--- src/hw/tlic_pkg.sv ---
// Shared constants for the two-level interrupt controller
package tlic_pkg;

    // Register byte offsets on the APB slave
    localparam logic [7:0] ENABLE_OFS   = 8'h00;
    localparam logic [7:0] PRIORITY_OFS = 8'h04;
    localparam logic [7:0] STATUS_OFS   = 8'h08;

    // Reset values of the software registers
    localparam logic [7:0] ENABLE_RST   = 8'h00;
    localparam logic [7:0] PRIORITY_RST = 8'h00;

    // Enable register field positions
    localparam int GLOBAL_ENABLE_BIT   = 7;
    localparam int TIMER2_ENABLE_BIT   = 5;
    localparam int SERIAL_ENABLE_BIT   = 4;
    localparam int TIMER1_ENABLE_BIT   = 3;
    localparam int EXTERNAL1_ENABLE_BIT = 2;
    localparam int TIMER0_ENABLE_BIT   = 1;
    localparam int EXTERNAL0_ENABLE_BIT = 0;

    // Priority register field positions
    localparam int PRIORITY_STOP_BIT   = 7;
    localparam int TIMER2_LEVEL_BIT    = 5;
    localparam int SERIAL_LEVEL_BIT    = 4;
    localparam int TIMER1_LEVEL_BIT    = 3;
    localparam int EXTERNAL1_LEVEL_BIT = 2;
    localparam int TIMER0_LEVEL_BIT    = 1;
    localparam int EXTERNAL0_LEVEL_BIT = 0;

    // Source count; source index equals its enable and level bit
    localparam int NUM_SRC = 6;

    // Machine cycle timing
    localparam int MC_STATES     = 6;
    localparam int CLK_PER_STATE = 2;
    localparam int MC_CLKS       = MC_STATES * CLK_PER_STATE;
    localparam logic [3:0] LAST_CNT   = 4'(MC_CLKS - 1);
    // Last clock of state 5 latches the flags
    localparam logic [3:0] LATCH_CNT  = 4'(5 * CLK_PER_STATE - 1);
    // Last clock of state 1 of the following cycle polls the samples
    localparam logic [3:0] POLL_CNT   = 4'(1 * CLK_PER_STATE - 1);

    // In-progress level indices
    localparam int LVL_LOW  = 0;
    localparam int LVL_HIGH = 1;

endpackage

--- src/hw/tlic_top.sv ---
// Two-level interrupt controller with APB register access
//
// Summary of operation
// - Enable bit 7 globally gates acknowledgement; when set, per-source enables apply.
// - Enable bit 5 gates timer 2, bit 4 gates the serial port.
// - Enable bit 3 gates timer 1, bit 2 gates external 1.
// - Enable bit 1 gates timer 0, bit 0 gates external 0.
// - Each source has a priority bit; one selects the high level.
// - Priority bits 5, 4, 3 belong to timer 2, serial, timer 1.
// - Priority bits 2, 1, 0 belong to external 1, timer 0, external 0.
// - Priority bit 7 set stops the level logic; only enables then apply.
// - High requests preempt a low service; low requests never do.
// - A running high service is never preempted.
// - Simultaneous requests of both levels: the high one goes first.
// - Within a level a fixed polling order picks the winner.
// - All source flags are latched during state 5 of each machine cycle.
// - Samples are polled next cycle; a winner gets a long call to its vector.
// - Requests are blocked while an equal or higher level is in progress.
// - The long call pushes the program counter and jumps to the vector; the core model here only acknowledges the call.
// - An interrupt return clears the in-progress flag of the level served.
// - Six sources: two external, three timers, one serial port.
// - An interrupt return with nothing in progress acts as a plain return.
// - A machine cycle is six states of two clocks, twelve clocks in all.
//
// The APB interface to the registers and the address map were decided locally.
`timescale 1ns/100ps
module tlic_top
    import tlic_pkg::*;
(
    input  wire logic         mclk_i,
    input  wire logic         srst_i,
    input  wire logic         ce_i,
    // APB slave
    input  wire logic         psel_i,
    input  wire logic         penable_i,
    input  wire logic         pwrite_i,
    input  wire logic [7:0]   paddr_i,
    input  wire logic [31:0]  pwdata_i,
    output logic      [31:0]  prdata_o,
    output logic              pready_o,
    output logic              pslverr_o,
    // Source flags from peripherals on this clock
    input  wire logic [5:0]   src_flag_i,
    // CPU side
    input  wire logic         call_ack_i,
    input  wire logic         interrupt_return_i,
    output logic              long_call_o,
    output logic      [2:0]   call_vector_o,
    output logic              call_level_o,
    output logic      [1:0]   in_progress_o,
    output logic      [2:0]   mc_state_o
);

    // Software registers and block state
    logic [7:0]  enable_ff;
    logic [7:0]  priority_ff;
    logic [3:0]  phase_cnt_ff;
    logic [5:0]  sample_ff;
    logic [1:0]  inprog_ff;
    logic        call_req_ff;
    logic [2:0]  call_vec_ff;
    logic        call_lvl_ff;
    logic [31:0] prdata_ff;
    logic        pready_ff;
    logic        pslverr_ff;
    logic [2:0]  mc_state_ff;

    // Polling decode
    logic [5:0]  eligible;
    logic [5:0]  high_map;
    logic [5:0]  high_req;
    logic [5:0]  low_req;
    logic        nxt_take;
    logic [2:0]  nxt_vec;
    logic        nxt_lvl;
    logic [1:0]  nxt_inprog;
    logic        poll_slot;
    logic        bus_done;
    logic        addr_hit;
    logic [31:0] rd_mux;

    // Index of the first set bit, lowest index first
    function automatic logic [2:0] first_set(input logic [5:0] req);
        logic [2:0] idx;
        idx = 3'h0;
        for (int i = NUM_SRC - 1; i >= 0; i--)
        begin
            if (req[i])
            begin
                idx = 3'(i);
            end
        end
        return idx;
    endfunction

    // Machine cycle sequencer, twelve clocks per cycle
    // six two-clock states
    always_ff @(posedge mclk_i)
    begin
        if (srst_i)
        begin
            phase_cnt_ff <= 4'h0;
        end
        else if (ce_i)
        begin
            phase_cnt_ff <= (phase_cnt_ff == LAST_CNT) ? 4'h0 : phase_cnt_ff + 4'h1;
        end
    end

    // State number 1..6 shown to the core for its own timing
    always_ff @(posedge mclk_i)
    begin
        if (srst_i)
        begin
            mc_state_ff <= 3'h1;
        end
        else if (ce_i)
        begin
            mc_state_ff <= (phase_cnt_ff == LAST_CNT) ? 3'h1
                         : 3'((phase_cnt_ff + 4'h1) / 4'(CLK_PER_STATE) + 4'h1);
        end
    end

    // six sources, the third timer always present here
    always_ff @(posedge mclk_i)
    begin
        if (srst_i)
        begin
            sample_ff <= 6'h00;
        end
        else if (ce_i && phase_cnt_ff == LATCH_CNT)
        begin
            sample_ff <= src_flag_i;
        end
    end

    // Enable gating; bit 6 never reaches the logic
    // global gate
    // timer 1 and external 1 gates
    // timer 0 and external 0 gates
    assign eligible = sample_ff & enable_ff[5:0] & {6{enable_ff[GLOBAL_ENABLE_BIT]}};

    // Level map; a stopped level circuit puts every source on the low level
    // one selects high
    assign high_map = priority_ff[PRIORITY_STOP_BIT] ? 6'h00 : priority_ff[5:0];
    assign high_req = eligible & high_map;
    assign low_req  = eligible & ~high_map;

    // Arbitration; level first, then bit order within a level
    // high level first
    always_comb
    begin
        nxt_take = 1'b0;
        nxt_vec  = 3'h0;
        nxt_lvl  = 1'b0;
        if (high_req != 6'h00 && !inprog_ff[LVL_HIGH])
        begin
            nxt_take = 1'b1;
            nxt_vec  = first_set(high_req);
            nxt_lvl  = 1'b1;
        end
        else if (low_req != 6'h00 && inprog_ff == 2'b00)
        begin
            nxt_take = 1'b1;
            nxt_vec  = first_set(low_req);
            nxt_lvl  = 1'b0;
        end
    end

    // Polling waits while a call is still unacknowledged
    assign poll_slot = ce_i && phase_cnt_ff == POLL_CNT && !call_req_ff;

    // Long call request held until the core takes it
    // poll next cycle, call vector
    always_ff @(posedge mclk_i)
    begin
        if (srst_i)
        begin
            call_req_ff <= 1'b0;
            call_vec_ff <= 3'h0;
            call_lvl_ff <= 1'b0;
        end
        else if (ce_i)
        begin
            if (call_req_ff && call_ack_i)
            begin
                call_req_ff <= 1'b0;
            end
            else if (poll_slot && nxt_take)
            begin
                call_req_ff <= 1'b1;
                call_vec_ff <= nxt_vec;
                call_lvl_ff <= nxt_lvl;
            end
        end
    end

    // In-progress flags; the acknowledge set wins over a return clear
    // return clears served level
    always_comb
    begin
        nxt_inprog = inprog_ff;
        if (interrupt_return_i)
        begin
            if (inprog_ff[LVL_HIGH])
            begin
                nxt_inprog[LVL_HIGH] = 1'b0;
            end
            else
            begin
                nxt_inprog[LVL_LOW] = 1'b0;
            end
        end
        if (call_req_ff && call_ack_i)
        begin
            nxt_inprog[call_lvl_ff] = 1'b1;
        end
    end

    // Level flags advance only while the clock enable runs
    always_ff @(posedge mclk_i)
    begin
        if (srst_i)
        begin
            inprog_ff <= 2'b00;
        end
        else if (ce_i)
        begin
            inprog_ff <= nxt_inprog;
        end
    end

    // APB decode; one wait state, then answer
    assign bus_done = psel_i && penable_i && pready_ff;
    assign addr_hit = paddr_i == ENABLE_OFS || paddr_i == PRIORITY_OFS
                   || paddr_i == STATUS_OFS;

    // Read mux; upper bits read as zero
    always_comb
    begin
        rd_mux = 32'h0000_0000;
        unique case (paddr_i)
            ENABLE_OFS:   rd_mux = {24'h00_0000, enable_ff};
            PRIORITY_OFS: rd_mux = {24'h00_0000, priority_ff};
            STATUS_OFS:   rd_mux = {24'h00_0000, 1'b0, call_lvl_ff, inprog_ff,
                                    call_req_ff, call_vec_ff};
            default:      rd_mux = 32'h0000_0000;
        endcase
    end

    // Access phase answer, registered so outputs come from flops
    always_ff @(posedge mclk_i)
    begin
        if (srst_i)
        begin
            pready_ff  <= 1'b0;
            pslverr_ff <= 1'b0;
            prdata_ff  <= 32'h0000_0000;
        end
        else if (ce_i)
        begin
            if (psel_i && penable_i && !pready_ff)
            begin
                pready_ff  <= 1'b1;
                pslverr_ff <= !addr_hit;
                prdata_ff  <= pwrite_i ? 32'h0000_0000 : rd_mux;
            end
            else
            begin
                pready_ff  <= 1'b0;
                pslverr_ff <= 1'b0;
            end
        end
    end

    // Register writes land at the completing edge only
    always_ff @(posedge mclk_i)
    begin
        if (srst_i)
        begin
            enable_ff   <= ENABLE_RST;
            priority_ff <= PRIORITY_RST;
        end
        else if (ce_i && bus_done && pwrite_i)
        begin
            if (paddr_i == ENABLE_OFS)
            begin
                enable_ff <= pwdata_i[7:0];
            end
            if (paddr_i == PRIORITY_OFS)
            begin
                priority_ff <= pwdata_i[7:0];
            end
        end
    end

    // Outputs straight from flops
    assign prdata_o      = prdata_ff;
    assign pready_o      = pready_ff;
    assign pslverr_o     = pslverr_ff;
    assign long_call_o   = call_req_ff;
    assign call_vector_o = call_vec_ff;
    assign call_level_o  = call_lvl_ff;
    assign in_progress_o = inprog_ff;
    assign mc_state_o    = mc_state_ff;
endmodule

--- config.mk ---
export PLATFORM = sky130hd
export DESIGN_NAME = tlic_top
export DESIGN_NICKNAME = d
export VERILOG_FILES = /design/src/hw/tlic_pkg.sv /design/src/hw/tlic_top.sv
export SDC_FILE = /design/constraint.sdc
export NUM_CORES = 1
export LEC_CHECK = 0
export BUFFER_PORTS_ARGS = -buffer_cell sky130_fd_sc_hd__buf_2
export CAP_MARGIN = 25
export CORE_MARGIN = 4
export CORE_UTILIZATION = 48
export CTS_BUF_LIST = sky130_fd_sc_hd__clkbuf_8 sky130_fd_sc_hd__clkbuf_16
export CTS_CLUSTER_SIZE = 20
export DETAILED_ROUTE_END_ITERATION = 6
export PLACE_DENSITY = 0.75
export SLEW_MARGIN = 20
export SYNTH_ARGS = -nofsm -noshare
export SYNTH_HDL_FRONTEND = slang
export SYNTH_SLANG_ARGS = --single-unit
--- constraint.sdc ---
create_clock -name mclk_i -period 2.31 [get_ports mclk_i]
set_input_delay 0.462 -clock mclk_i [delete_from_list [all_inputs] [get_ports mclk_i]]
set_output_delay 0.462 -clock mclk_i [all_outputs]
set_load 0.01 [all_outputs]
# Word-level counts from Yosys, hierarchy flattened

Cells that the tools add are included.

Register bits after elaboration: 70
Latch bits: 0
Memory bits (writable): 0
Memory bits (read-only): 0
Input bits: 54
Output and inout port bits: 44
Logic and storage cells: 88
Memories kept: 0

Add/subtract/negate cells: 2
Multipliers: 0
Div/mod/pow operators: 0
Order comparisons: 2
Eq/ne operators: 5
Shift-type cells: 0
Multiplexer cells: 31
Bitwise operators: 7
Reduce and logical (&&, ||, !) cells: 29

Operator list:

| operator                                                   | number |
|---|---|
| two-way mux 3 bit                                          | 15 |
| two-way mux 32 bit                                         | 1 |
| AND 6 bit                                                  | 4 |
| one-hot mux 8 bit (3 select lines)                         | 1 |
| logical AND 1 bit                                          | 13 |
| nonzero test 6 bit                                         | 2 |
| two-way mux 1 bit                                          | 9 |
| == test 4 bit, second input constant                       | 2 |
| == test 8 x 3 -> 1 bit, second input constant              | 1 |
| == test 8 x 4 -> 1 bit, second input constant              | 1 |
| zero test 8 bit                                            | 1 |
| AND reduction 2 bit                                        | 4 |
| two-way mux 6 bit                                          | 1 |
| inverter 6 bit                                             | 1 |
| adder 4 x 1 -> 4 bit, second input constant                | 1 |
| == test 4 x 1 -> 1 bit, second input constant              | 1 |
| zero test 1 bit                                            | 4 |
| two-way mux 2 bit                                          | 2 |
| two-way mux 4 bit                                          | 1 |
| adder 3 x 1 -> 3 bit, second input constant                | 1 |
| AND reduction 3 bit                                        | 1 |
| zero test 2 bit                                            | 1 |
| logical OR 1 bit                                           | 2 |
| less-than comparator 1 x 2 -> 1 bit, second input constant | 1 |
| other kinds (5)                                            | 5 |

# Depth between registers and ports, before layout

Gate-level depths: netlist of the first run.

Word-level depth: 11
Gate-level depth with buffers: 8

# Least setup slack after synthesis of the first run

OpenSTA, ideal clock, no wires.

Path kind: input -> register
Start point: in paddr_i[5]
End point: reg enable_ff[2]
Library setup time: 0.128 ns
Data arrival time: 1.537 ns
Required time: 2.182 ns
Path slack: 0.645 ns
Stages on the path: 6
Buffers on the path: 0
Cell sequence: nor4_1 > nand2_1 > nor3_1 > nand2_1 > mux2i_1 > nor2_1

Word-level cells in the longest chain between the ends: 2

RTL lines:

| element                       | line            | text |
|---|---|---|
| start: declaration            | tlic_top.sv:37  | `input wire logic [7:0] paddr_i,` |
| zero test 8 bit               | tlic_top.sv:286 | `if (paddr_i == ENABLE_OFS)` |
| AND reduction 2 bit (no line) | --              |  |
| end signal: assignment        | tlic_top.sv:288 | `enable_ff <= pwdata_i[7:0];` |
| end: declaration              | tlic_top.sv:55  | `logic [7:0] enable_ff;` |

No other way between the ends.
A chain may end at the register's enable or synchronous reset.

# Worst setup path in the final report of the first run

Start point: reg enable_ff[7]
End point: reg call_vec_ff[2] (netlist: call_vector_o[2])

Word-level cells in the longest chain between the ends: 10

RTL lines:

| element                        | line            | text |
|---|---|---|
| AND 6 bit *                    | tlic_top.sv:141 | `assign eligible = sample_ff & enable_ff[5:0] & {6{enable_ff[GLOBAL_ENABLE_BIT]}};` |
| AND 6 bit                      | tlic_top.sv:147 | `assign low_req = eligible & ~high_map;` |
| two-way mux 3 bit (6 in a row) | tlic_top.sv:88  | `if (req[i])` |
| two-way mux 3 bit              | tlic_top.sv:162 | `else if (low_req != 6'h00 && inprog_ff == 2'b00)` |
| two-way mux 3 bit              | tlic_top.sv:156 | `if (high_req != 6'h00 && !inprog_ff[LVL_HIGH])` |
| end signal: assignment         | tlic_top.sv:192 | `call_vec_ff <= nxt_vec;` |
| end: declaration               | tlic_top.sv:61  | `logic [2:0] call_vec_ff;` |

Mark *: on every way between the ends. The rest lies on a longest branch, timed or not.

==> results of run 1 <==
[worst paths after layout]
path / cells after the start / endpoint
setup / recovery: 6 / call_vector_o[2]
hold / removal: 3 / sample_ff[4]
setup reg to reg: 6 / call_vector_o[2]
hold reg to reg: 2 / mc_state_o[1]
[layout by cell type, fill, tap and decap left out, drive strengths merged]
cell type  count
nor4           1
a31oi          2
a211o          2
o21bai         2
or4bb          1
ha             3
a22oi         10
clkbuf         6
xor2           3
conb          24
o21ai          9
a211oi         2
and3           2
mux2i         31
a21o           2
inv            5
nand2         21
o221ai         1
o31ai          1
or2            1
nor2          52
dfxtp         46
or3            1
or4b           1
o2bb2ai        1
o22ai          3
nand4          1
a311oi         2
nor2b          2
a21boi         1
buf           50
nor3           6
nand3         16
and2b          5
clkinv         2
a21oi         10
nand2b         4
[worst max-delay path, stage by stage (launching register included)]
cell,delay [ns]
dfxtp_1,0.55
nand3_1,0.16
o2bb2ai_1,0.30
or4bb_1,0.41
a21boi_0,0.19
mux2i_1,0.10
nor2_1,0.08
[flip-flops by register name, indices dropped and copies added, names as in the netlist, 2 cells and up]
register and flops:
enable_ff 8, call_vector_o 3, mc_state_o 3, phase_cnt_ff 4, prdata_o 8, in_progress_o 2, priority_ff 8, sample_ff 6
[per-layer routing]
| layer | share of wire (%) | wire length, um |
|---|---|---|
| met1 | 45 | 2400 |
| met2 | 45 | 2440 |
| met3 | 8.0 | 430 |
| met4 | 1.8 | 95 |
| met5 | 0 | 0 |
[stage by stage]
step | area [um2] | std cells | power (W)
2_1_floorplan | 2530 | 309 | 0.000924
3_3_place_gp | 2650 | 391 | 0.000932
3_5_place_dp | 2650 | 391 | 0.000934
4_1_cts | 2740 | 399 | 0.00143
5_1_grt | 2740 | 399 | 0.00148
6_report | 2740 | 399 | 0.00142
[power by group through the flow]
| stage | combinational, W | clock (W) | sequential [W] |
|---|---|---|---|
| finish | 0.000110 | 0.000500 | 0.000806 |
| global route | 0.000125 | 0.000552 | 0.000807 |
| detailed placement | 0.000109 | 0 | 0.000825 |
| global placement | 0.000108 | 0 | 0.000824 |
| floorplan | 0.0000977 | 0 | 0.000826 |
| CTS | 0.000110 | 0.000513 | 0.000806 |
[layout make-up]
| class | instances | area, um2 | area share, % |
|---|---|---|---|
| clock inverter | 2 | 8.76 | 0.320 |
| timing repair buffer | 50 | 253 | 9.24 |
| tap | 67 | 83.8 | 3.06 |
| multi-input combinational | 223 | 1370 | 50.0 |
| inverter | 5 | 18.8 | 0.686 |
| clock buffer | 6 | 82.6 | 3.02 |
| sequential | 46 | 921 | 33.7 |
[logic make-up (layout without fill, tap and decap cells)]
kind of cell	Yosys count	after routing
XOR/XNOR	3	3
other	1	24
AO/OA/AOI/OAI	48	48
adder cells (fa/ha/maj)	3	3
multiplexers	31	31
flip-flops	46	46
AND/OR/NAND/NOR	114	114
buffers and inverters	40	63
==> impl_metrics.env, run 1 <==
export IMPL_utilization_pct=56.8
export IMPL_holdWs_ns=0.399
export IMPL_status="finished, final reports clean"
export IMPL_final_net_count=388
export IMPL_yosys_top_cells_area="dfxtp_1 (38%), mux2i_1 (13%), nor2_1 (8.0%), buf_4 (7.4%), nand3_1 (3.3%)"
export IMPL_maxCapViolCount=0
export IMPL_ys_types=48
export IMPL_grt_usage_pct=17.8
export IMPL_via_per_inst=5.14
export IMPL_globalRouteOverflowTotal=0
export IMPL_crit_reg2reg_launch="enable_ff[7]"
export IMPL_drt_total_wl_mm=5.36
export IMPL_crit_path_end_kind="flop"
export IMPL_crit_required_ns=2.55
export IMPL_cts_clk_slew_worst_paths_ns=0.08
export IMPL_setup_viol=0
export IMPL_nFillCells=469
export IMPL_p_comb_share_pct=7.8
export IMPL_synthTopCellsByCount="nor2_1 (52), dfxtp_1 (46), mux2i_1 (31)"
export IMPL_post_cts_setup_buffers=0
export IMPL_antenna_found_initial=0
export IMPL_use_met2_pct=27.7
export IMPL_cts_buffer_depth=2
export IMPL_tightest_slew_ns=0.568
export IMPL_clockPowerShare_pct=35.3
export IMPL_synth_top_area_share_pct=37.7
export IMPL_finalWeightedCongestion=0.914
export IMPL_finalHoldViolCount=0
export IMPL_synth_area_per_cell_um2=8.55
export IMPL_busiest_layer="met2"
export IMPL_switching_power_w=0.000340
export IMPL_ioPinCount=98
export IMPL_rows=25
export IMPL_synthMostInstantiatedCell="nor2_1"
export IMPL_synth_top_area_cell="dfxtp_1"
export IMPL_diodes=0
export IMPL_die_width_um=79.4
export IMPL_numCtsBuffers=5
export IMPL_grt_use_met1_pct=23.0
export IMPL_synth_area_mux_share_pct=12.7
export IMPL_die_y_um=79.4
export IMPL_intPower_w=0.00108
export IMPL_worstHoldStart="src_flag_i[4]"
export IMPL_worstPathMaxFanout=9
export IMPL_drive_gt1_share_pct=21.4
export IMPL_start_util_pct=50.8
export IMPL_period_minus_slack_ns=1.85
export IMPL_hp_class="in2reg"
export IMPL_synth_edff_count=0
export IMPL_root_buffer="clkbuf_8"
export IMPL_synth_fa_ha_area_share_pct=1.54
export IMPL_ys_seq_elements=46
export IMPL_pre_cts_ws_ns=0.262
export IMPL_synth_seq_area_share_pct=37.7
export IMPL_coreArea_um2=4820
export IMPL_cp_start_kind="flop"
export IMPL_dieArea_um2=6300
export IMPL_clkLatencyLatePin_ns=0.30
export IMPL_synth_xor_area_share_pct=1.07
export IMPL_postCtsHoldBufs=0
export IMPL_cp_startpoint="enable_ff[7]"
export IMPL_p_leak_nw=1.32
export IMPL_syn_to_final_growth_pct=11.9
export IMPL_grt_pass1_vias=1896
export IMPL_rsz0062_at_grt="false"
export IMPL_grt_start_max_net_pins=32
export IMPL_fmax_mhz=540
export IMPL_finClkSkew_ns=0.0110
export IMPL_grt_pass1_wl_mm=8.87
export IMPL_io_buffer_count=49
export IMPL_fin_setup_tns_ns=0
export IMPL_cts_num_sinks=46
export IMPL_drt_iter0_drc=115
export IMPL_vias=2050
export IMPL_h_tree_depth=2
export IMPL_worstPathArrival_ns=2.09
export IMPL_rrSetupSlack_ns=0.46
export IMPL_wl_per_cell_um=13.4
export IMPL_synth_top_family_by_area="simple AND/OR/NAND/NOR gates"
export IMPL_syn_inst=286
export IMPL_relSlewSlack_pct=62.1
export IMPL_power_share_sequential_pct=56.9
export IMPL_syn_area_um2=2440
export IMPL_met3_usage_pct=5.53
export IMPL_antenna_left=0
export IMPL_hpwl_mm=4.17
export IMPL_remaining_drc_errors=0
export IMPL_dr_pass1_iters=4
export IMPL_power_density_nw_per_um2=517
export IMPL_async_flop_share_pct=0
export IMPL_fin_crit_sh_pct=80.1
export IMPL_yosysWarningCount=0
export IMPL_slew_viol_final=0
export IMPL_tritoncts="built"
export IMPL_fin_ws_ns=0.459
export IMPL_ir_worst_vdd_mv=0.348
export IMPL_synth_compound_area_share_pct=15.0
export IMPL_worstSetupPathType="reg2reg"
export IMPL_synthFlopType="dfxtp_1"
export IMPL_synth_simple_gate_area_share_pct=22.0
export IMPL_cts_resized=0
export IMPL_switching_share_pct=24.0
No activity file was read; power rests on OpenSTA's default activity.
==> run 2, diff against run 1 <==
==> constraint.sdc (replaced) <==
create_clock -name mclk_i -period 1.8 [get_ports mclk_i]
set_input_delay 0.36 -clock mclk_i [delete_from_list [all_inputs] [get_ports mclk_i]]
set_output_delay 0.36 -clock mclk_i [all_outputs]
set_load 0.01 [all_outputs]
==> impl_metrics.env, run 2 (synthesis results as in run 1) <==
export IMPL_nFillCells=477
export IMPL_worstSetupPathType="reg2reg"
export IMPL_grt_pass1_wl_mm=8.93
export IMPL_dieArea_um2=6300
export IMPL_fmax_mhz=589
export IMPL_h_tree_depth=2
export IMPL_grt_usage_pct=17.8
export IMPL_drive_gt1_share_pct=25.9
export IMPL_io_buffer_count=49
export IMPL_cts_buffer_depth=2
export IMPL_hpwl_mm=4.37
export IMPL_rrSetupSlack_ns=0.10
export IMPL_grt_start_max_net_pins=29
export IMPL_start_util_pct=50.8
export IMPL_layout_commonest_cell="nor2_1"
export IMPL_globalRouteOverflowTotal=0
export IMPL_slew_viol_final=0
export IMPL_die_y_um=79.4
export IMPL_whs_endpoint="sample_ff[3]"
export IMPL_root_buffer="clkbuf_8"
export IMPL_finalWeightedCongestion=0.905
export IMPL_drt_iter0_drc=149
export IMPL_remaining_drc_errors=0
export IMPL_cp_start_kind="flop"
export IMPL_ioPinCount=98
export IMPL_crit_path_end_kind="flop"
export IMPL_busiest_layer="met2"
export IMPL_setup_viol=0
export IMPL_ir_worst_vdd_mv=0.328
export IMPL_rsz0062_at_grt="false"
export IMPL_clkLatencyLatePin_ns=0.29
export IMPL_coreArea_um2=4820
export IMPL_finClkSkew_ns=0.00752
export IMPL_crit_reg2reg_launch="priority_ff[7]"
export IMPL_worstPathMaxFanout=9
export IMPL_max_stage_delay_ns=0.49
export IMPL_hold_depth=3
export IMPL_fin_setup_tns_ns=0
export IMPL_cts_num_sinks=46
export IMPL_crit_required_ns=2.02
export IMPL_numCtsBuffers=5
export IMPL_vias=2097
export IMPL_fin_crit_sh_pct=94.3
export IMPL_rows=25
export IMPL_met3_usage_pct=5.08
export IMPL_worstPathArrival_ns=1.91
export IMPL_final_cell_mix="nor2_1 (52), buf_2 (49), dfxtp_1 (42)"
export IMPL_tightest_slew_ns=0.604
export IMPL_dr_pass1_iters=4
export IMPL_crit_path_cell_trace="and2b_1 > o22ai_2 > nor3_1 > or4b_1 > a31oi_1"
export IMPL_final_net_count=403
export IMPL_hp_class="in2reg"
export IMPL_wl_per_cell_um=13.5
export IMPL_antenna_left=0
export IMPL_cpMaxStageDelayCell="or4b_1"
export IMPL_antenna_found_initial=0
export IMPL_p_leak_nw=1.42
export IMPL_drt_total_wl_mm=5.58
export IMPL_rr_worst_depth=5
export IMPL_fin_area_um2=2900
export IMPL_tritoncts="built"
export IMPL_relSlewSlack_pct=59.7
export IMPL_place_inst=403
export IMPL_finalHoldViolCount=0
export IMPL_maxCapViolCount=0
export IMPL_period_minus_slack_ns=1.70
export IMPL_reg2reg_to="call_vector_o[0]"
export IMPL_grt_use_met1_pct=22.8
export IMPL_syn_to_final_growth_pct=18.7
export IMPL_die_width_um=79.4
export IMPL_use_met2_pct=29.8
export IMPL_diodes=0
export IMPL_via_per_inst=5.07
export IMPL_stdcell_count=414
export IMPL_cts_clk_slew_worst_paths_ns=0.08
export IMPL_place_area_um2=2760
export IMPL_worstHoldStart="src_flag_i[3]"
export IMPL_power_density_nw_per_um2=663
export IMPL_status="finished, final reports clean"
export IMPL_grt_pass1_vias=1897
[run 2: cell count changes in the layout (fill, tap and decap cells not counted)]
cell       previous run  this run
bufinv_16             0         1
clkbuf_8              6         5
dfxtp_1              46        42
clkinv_2              1         0
o2bb2ai_1             1         0
dfxtp_2               0         3
a21boi_0              1         0
buf_12                0         2
a21boi_1              0         1
inv_1                 5         6
dfxtp_4               0         1
buf_4                 1        14
o2bb2ai_2             0         1
[run 2: final cells by class]
| type | instances | area (um2) | area share [%] |
|---|---|---|---|
| Inverter | 5 | 18.8 | 0.647 |
| Timing Repair Buffer | 65 | 390 | 13.4 |
| Clock buffer | 5 | 68.8 | 2.37 |
| Sequential cell | 46 | 928 | 32.0 |
| Clock inverter | 3 | 37.5 | 1.29 |
| Tap cell | 67 | 83.8 | 2.89 |
| Multi-Input combinational cell | 223 | 1380 | 47.4 |
[run 2: metal layers]
metal / share of wire, % / vias to the layer above
met5: 0 / -
met4: 0.90 / 0
met3: 6.8 / 6
met2: 47 / 58
met1: 45 / 967
li1: - / 1066
[run 2: how the worst max path moves through the flow]
stage | from | endpoint | slack, ns | cells past startpoint
6_report | priority_ff[7] | call_vector_o[0] | 0.10 | 5
4_1_cts | priority_ff[7] | call_vector_o[0] | 0.08 | 5
3_5_place_dp | enable_ff[7] | call_vector_o[0] | -0.008 | 5
2_1_floorplan | priority_ff[7] | call_vector_o[0] | 0.19 | 6
3_3_place_gp | enable_ff[7] | call_vector_o[2] | 0.02 | 6
5_1_grt | priority_ff[7] | call_vector_o[0] | 0.008 | 5
[run 2: timing repair]
action | CTS | global route
hold endpoints to repair | 0 | 0
hold buffers | 0 | 0
pin swaps | 0 | 2
endpoints found under the setup margin | 3 | 4
gates resized for setup | 2 | 5
buffers inserted | 0 | 3
[run 2: stage by stage]
step           setup WS [ns]  hold WS, ns  utilization, %  total power (W)
2_1_floorplan          0.185        0.463               -          0.00119
3_3_place_gp          0.0178        0.447            57.3          0.00120
3_5_place_dp        -0.00809        0.451            57.3          0.00121
4_1_cts               0.0813        0.294            59.6          0.00194
5_1_grt              0.00763        0.302            60.3          0.00200
6_report               0.102        0.299            60.3          0.00192
[run 2: worst max-delay path, delay by kind of cell, from the launching register on]
kind            cells  cell delay, ns
simple gates        3            0.79
compound gates      2            0.41
flops               1            0.41
[run 2: report_power, final]
group | internal, W | switching [W] | leakage (nW)
Clock | 0.000405 | 0.000338 | 0.0607
Combinational | 0.0000557 | 0.0000937 | 0.989
Sequential | 0.00102 | 0.00000729 | 0.374
==> run 3, diff against run 2 <==
--- a/config.mk
+++ b/config.mk
@@ -7,12 +7,15 @@
 export LEC_CHECK = 0
 export BUFFER_PORTS_ARGS = -buffer_cell sky130_fd_sc_hd__buf_2
 export CAP_MARGIN = 25
+export CELL_PAD_IN_SITES_DETAIL_PLACEMENT = 0
+export CELL_PAD_IN_SITES_GLOBAL_PLACEMENT = 1
 export CORE_MARGIN = 4
-export CORE_UTILIZATION = 48
+export CORE_UTILIZATION = 35
 export CTS_BUF_LIST = sky130_fd_sc_hd__clkbuf_8 sky130_fd_sc_hd__clkbuf_16
+export CTS_CLUSTER_DIAMETER = 200
 export CTS_CLUSTER_SIZE = 20
 export DETAILED_ROUTE_END_ITERATION = 6
-export PLACE_DENSITY = 0.75
+export PLACE_DENSITY = 0.76
 export SLEW_MARGIN = 20
 export SYNTH_ARGS = -nofsm -noshare
 export SYNTH_HDL_FRONTEND = slang
==> impl_metrics.env, run 3 (synthesis results as in run 1) <==
export IMPL_antenna_left=0
export IMPL_crit_required_ns=1.99
export IMPL_grt_start_max_net_pins=29
export IMPL_clkLatencyLatePin_ns=0.30
export IMPL_start_util_pct=36.0
export IMPL_wl_per_cell_um=13.3
export IMPL_period_minus_slack_ns=1.68
export IMPL_rsz0062_at_grt="false"
export IMPL_fin_total_pwr_w=0.00196
export IMPL_finalWeightedCongestion=0.860
export IMPL_die_y_um=91.6
export IMPL_h_tree_depth=2
export IMPL_hpwl_mm=4.57
export IMPL_status="finished, final reports clean"
export IMPL_crit_top_cell="buf_4"
export IMPL_post_cts_setup_buffers=0
export IMPL_fmax_mhz=596
export IMPL_grt_pass1_wl_mm=9.60
export IMPL_grt_usage_pct=14.1
export IMPL_layout_commonest_cell="nor2_1"
export IMPL_slew_viol_final=0
export IMPL_rows=30
export IMPL_via_per_inst=4.72
export IMPL_cts_clk_slew_worst_paths_ns=0.09
export IMPL_worstSetupPathType="reg2reg"
export IMPL_globalRouteOverflowTotal=0
export IMPL_antenna_found_initial=0
export IMPL_syn_to_final_growth_pct=21.3
export IMPL_ir_worst_vdd_mv=0.374
export IMPL_cpMaxStageDelayCell="dfxtp_4"
export IMPL_coreArea_um2=6790
export IMPL_io_buffer_count=49
export IMPL_maxCapViolCount=0
export IMPL_remaining_drc_errors=0
export IMPL_worstPathArrival_ns=1.86
export IMPL_postCtsHoldBufs=0
export IMPL_diodes=0
export IMPL_hp_class="in2reg"
export IMPL_ioPinCount=98
export IMPL_worstPathMaxFanout=8
export IMPL_final_cell_mix="nor2_1 (52), buf_2 (49), dfxtp_1 (44)"
export IMPL_fin_setup_tns_ns=0
export IMPL_tritoncts="built"
export IMPL_vias=2099
export IMPL_grt_pass1_vias=1940
export IMPL_numCtsBuffers=5
export IMPL_power_density_nw_per_um2=662
export IMPL_cp_start_kind="flop"
export IMPL_multi_input_area_um2=1390
export IMPL_relSlewSlack_pct=62.4
export IMPL_cts_buffer_depth=2
export IMPL_finClkSkew_ns=0.0110
export IMPL_crit_path_cell_trace="and3_1 > o2bb2ai_1 > buf_4 > o31ai_4 > a31oi_4 > buf_4 > o21bai_1 > a31oi_1"
export IMPL_nFillCells=686
export IMPL_root_buffer="clkbuf_8"
export IMPL_tightest_slew_ns=0.563
export IMPL_drt_iter0_drc=80
export IMPL_drive_gt1_share_pct=26.1
export IMPL_crit_path_end_kind="flop"
export IMPL_cts_num_sinks=46
export IMPL_finalHoldViolCount=0
export IMPL_final_net_count=405
export IMPL_setup_viol=0
export IMPL_dieArea_um2=8390
export IMPL_drt_total_wl_mm=5.91
export IMPL_regArea_um2=928
export IMPL_dr_pass1_iters=4
export IMPL_die_width_um=91.6
export IMPL_p_leak_nw=1.41
export IMPL_fin_crit_sh_pct=93.2
export IMPL_max_stage_delay_ns=0.38
[run 3: routing by layer]
metal  track usage (%)  wire [um]  vias to the layer above
met5                 0          0                        -
met4              3.39         55                        0
met3              3.81        398                        7
met2              22.0       2690                       58
met1              19.4       2770                      967
li1                  -          -                     1067
[run 3: final cells by class]
type / count / share of cell area, %
inverter: 5 / 0.633
clock inverter: 3 / 1.52
clock buffer: 5 / 2.32
multi-input combinational: 223 / 46.9
sequential: 46 / 31.3
tap: 96 / 4.05
timing repair buffer: 67 / 13.2
[run 3: path summary, 6_finish.rpt]
path | endpoint | slack, ns | cells after the start | from
setup / recovery | call_vector_o[0] | 0.12 | 8 | enable_ff[7]
hold / removal | sample_ff[5] | 0.29 | 3 | src_flag_i[5]
hold reg to reg | mc_state_o[1] | 0.47 | 2 | mc_state_o[1]
setup reg to reg | call_vector_o[0] | 0.12 | 8 | enable_ff[7]
[run 3: stage by stage]
| step | cell area (um2) | instances | util, % | setup WS, ns | hold WS (ns) |
|---|---|---|---|---|---|
| global placement | 2820 | 437 | 41.5 | 0.0359 | 0.454 |
| detailed placement | 2820 | 437 | 41.5 | 0.0196 | 0.453 |
| global route | 2970 | 445 | 43.7 | 0.0153 | 0.288 |
| CTS | 2940 | 445 | 43.2 | 0.00600 | 0.284 |
| finish | 2970 | 445 | 43.7 | 0.123 | 0.287 |
| floorplan | 2530 | 309 | - | 0.185 | 0.463 |
[run 3: timing repair]
item | in CTS | in global routing
setup endpoints to repair | 0 | 5
hold endpoints to repair | 0 | 0
gates resized for setup | 0 | 7
[run 3: report_power, final]
group	switching [W]	total (W)	internal, W
clock	0.000368	0.000781	0.000413
sequential	0.00000725	0.00103	0.00102
combinational	0.0000950	0.000151	0.0000558
[run 3: worst max-delay path, delay by kind of cell, from the launching register on]
family | cells | cell delay [ns]
flip-flops | 1 | 0.38
AND/OR/NAND/NOR | 1 | 0.20
AO/OA/AOI/OAI | 5 | 0.68
buffers and inverters | 2 | 0.32
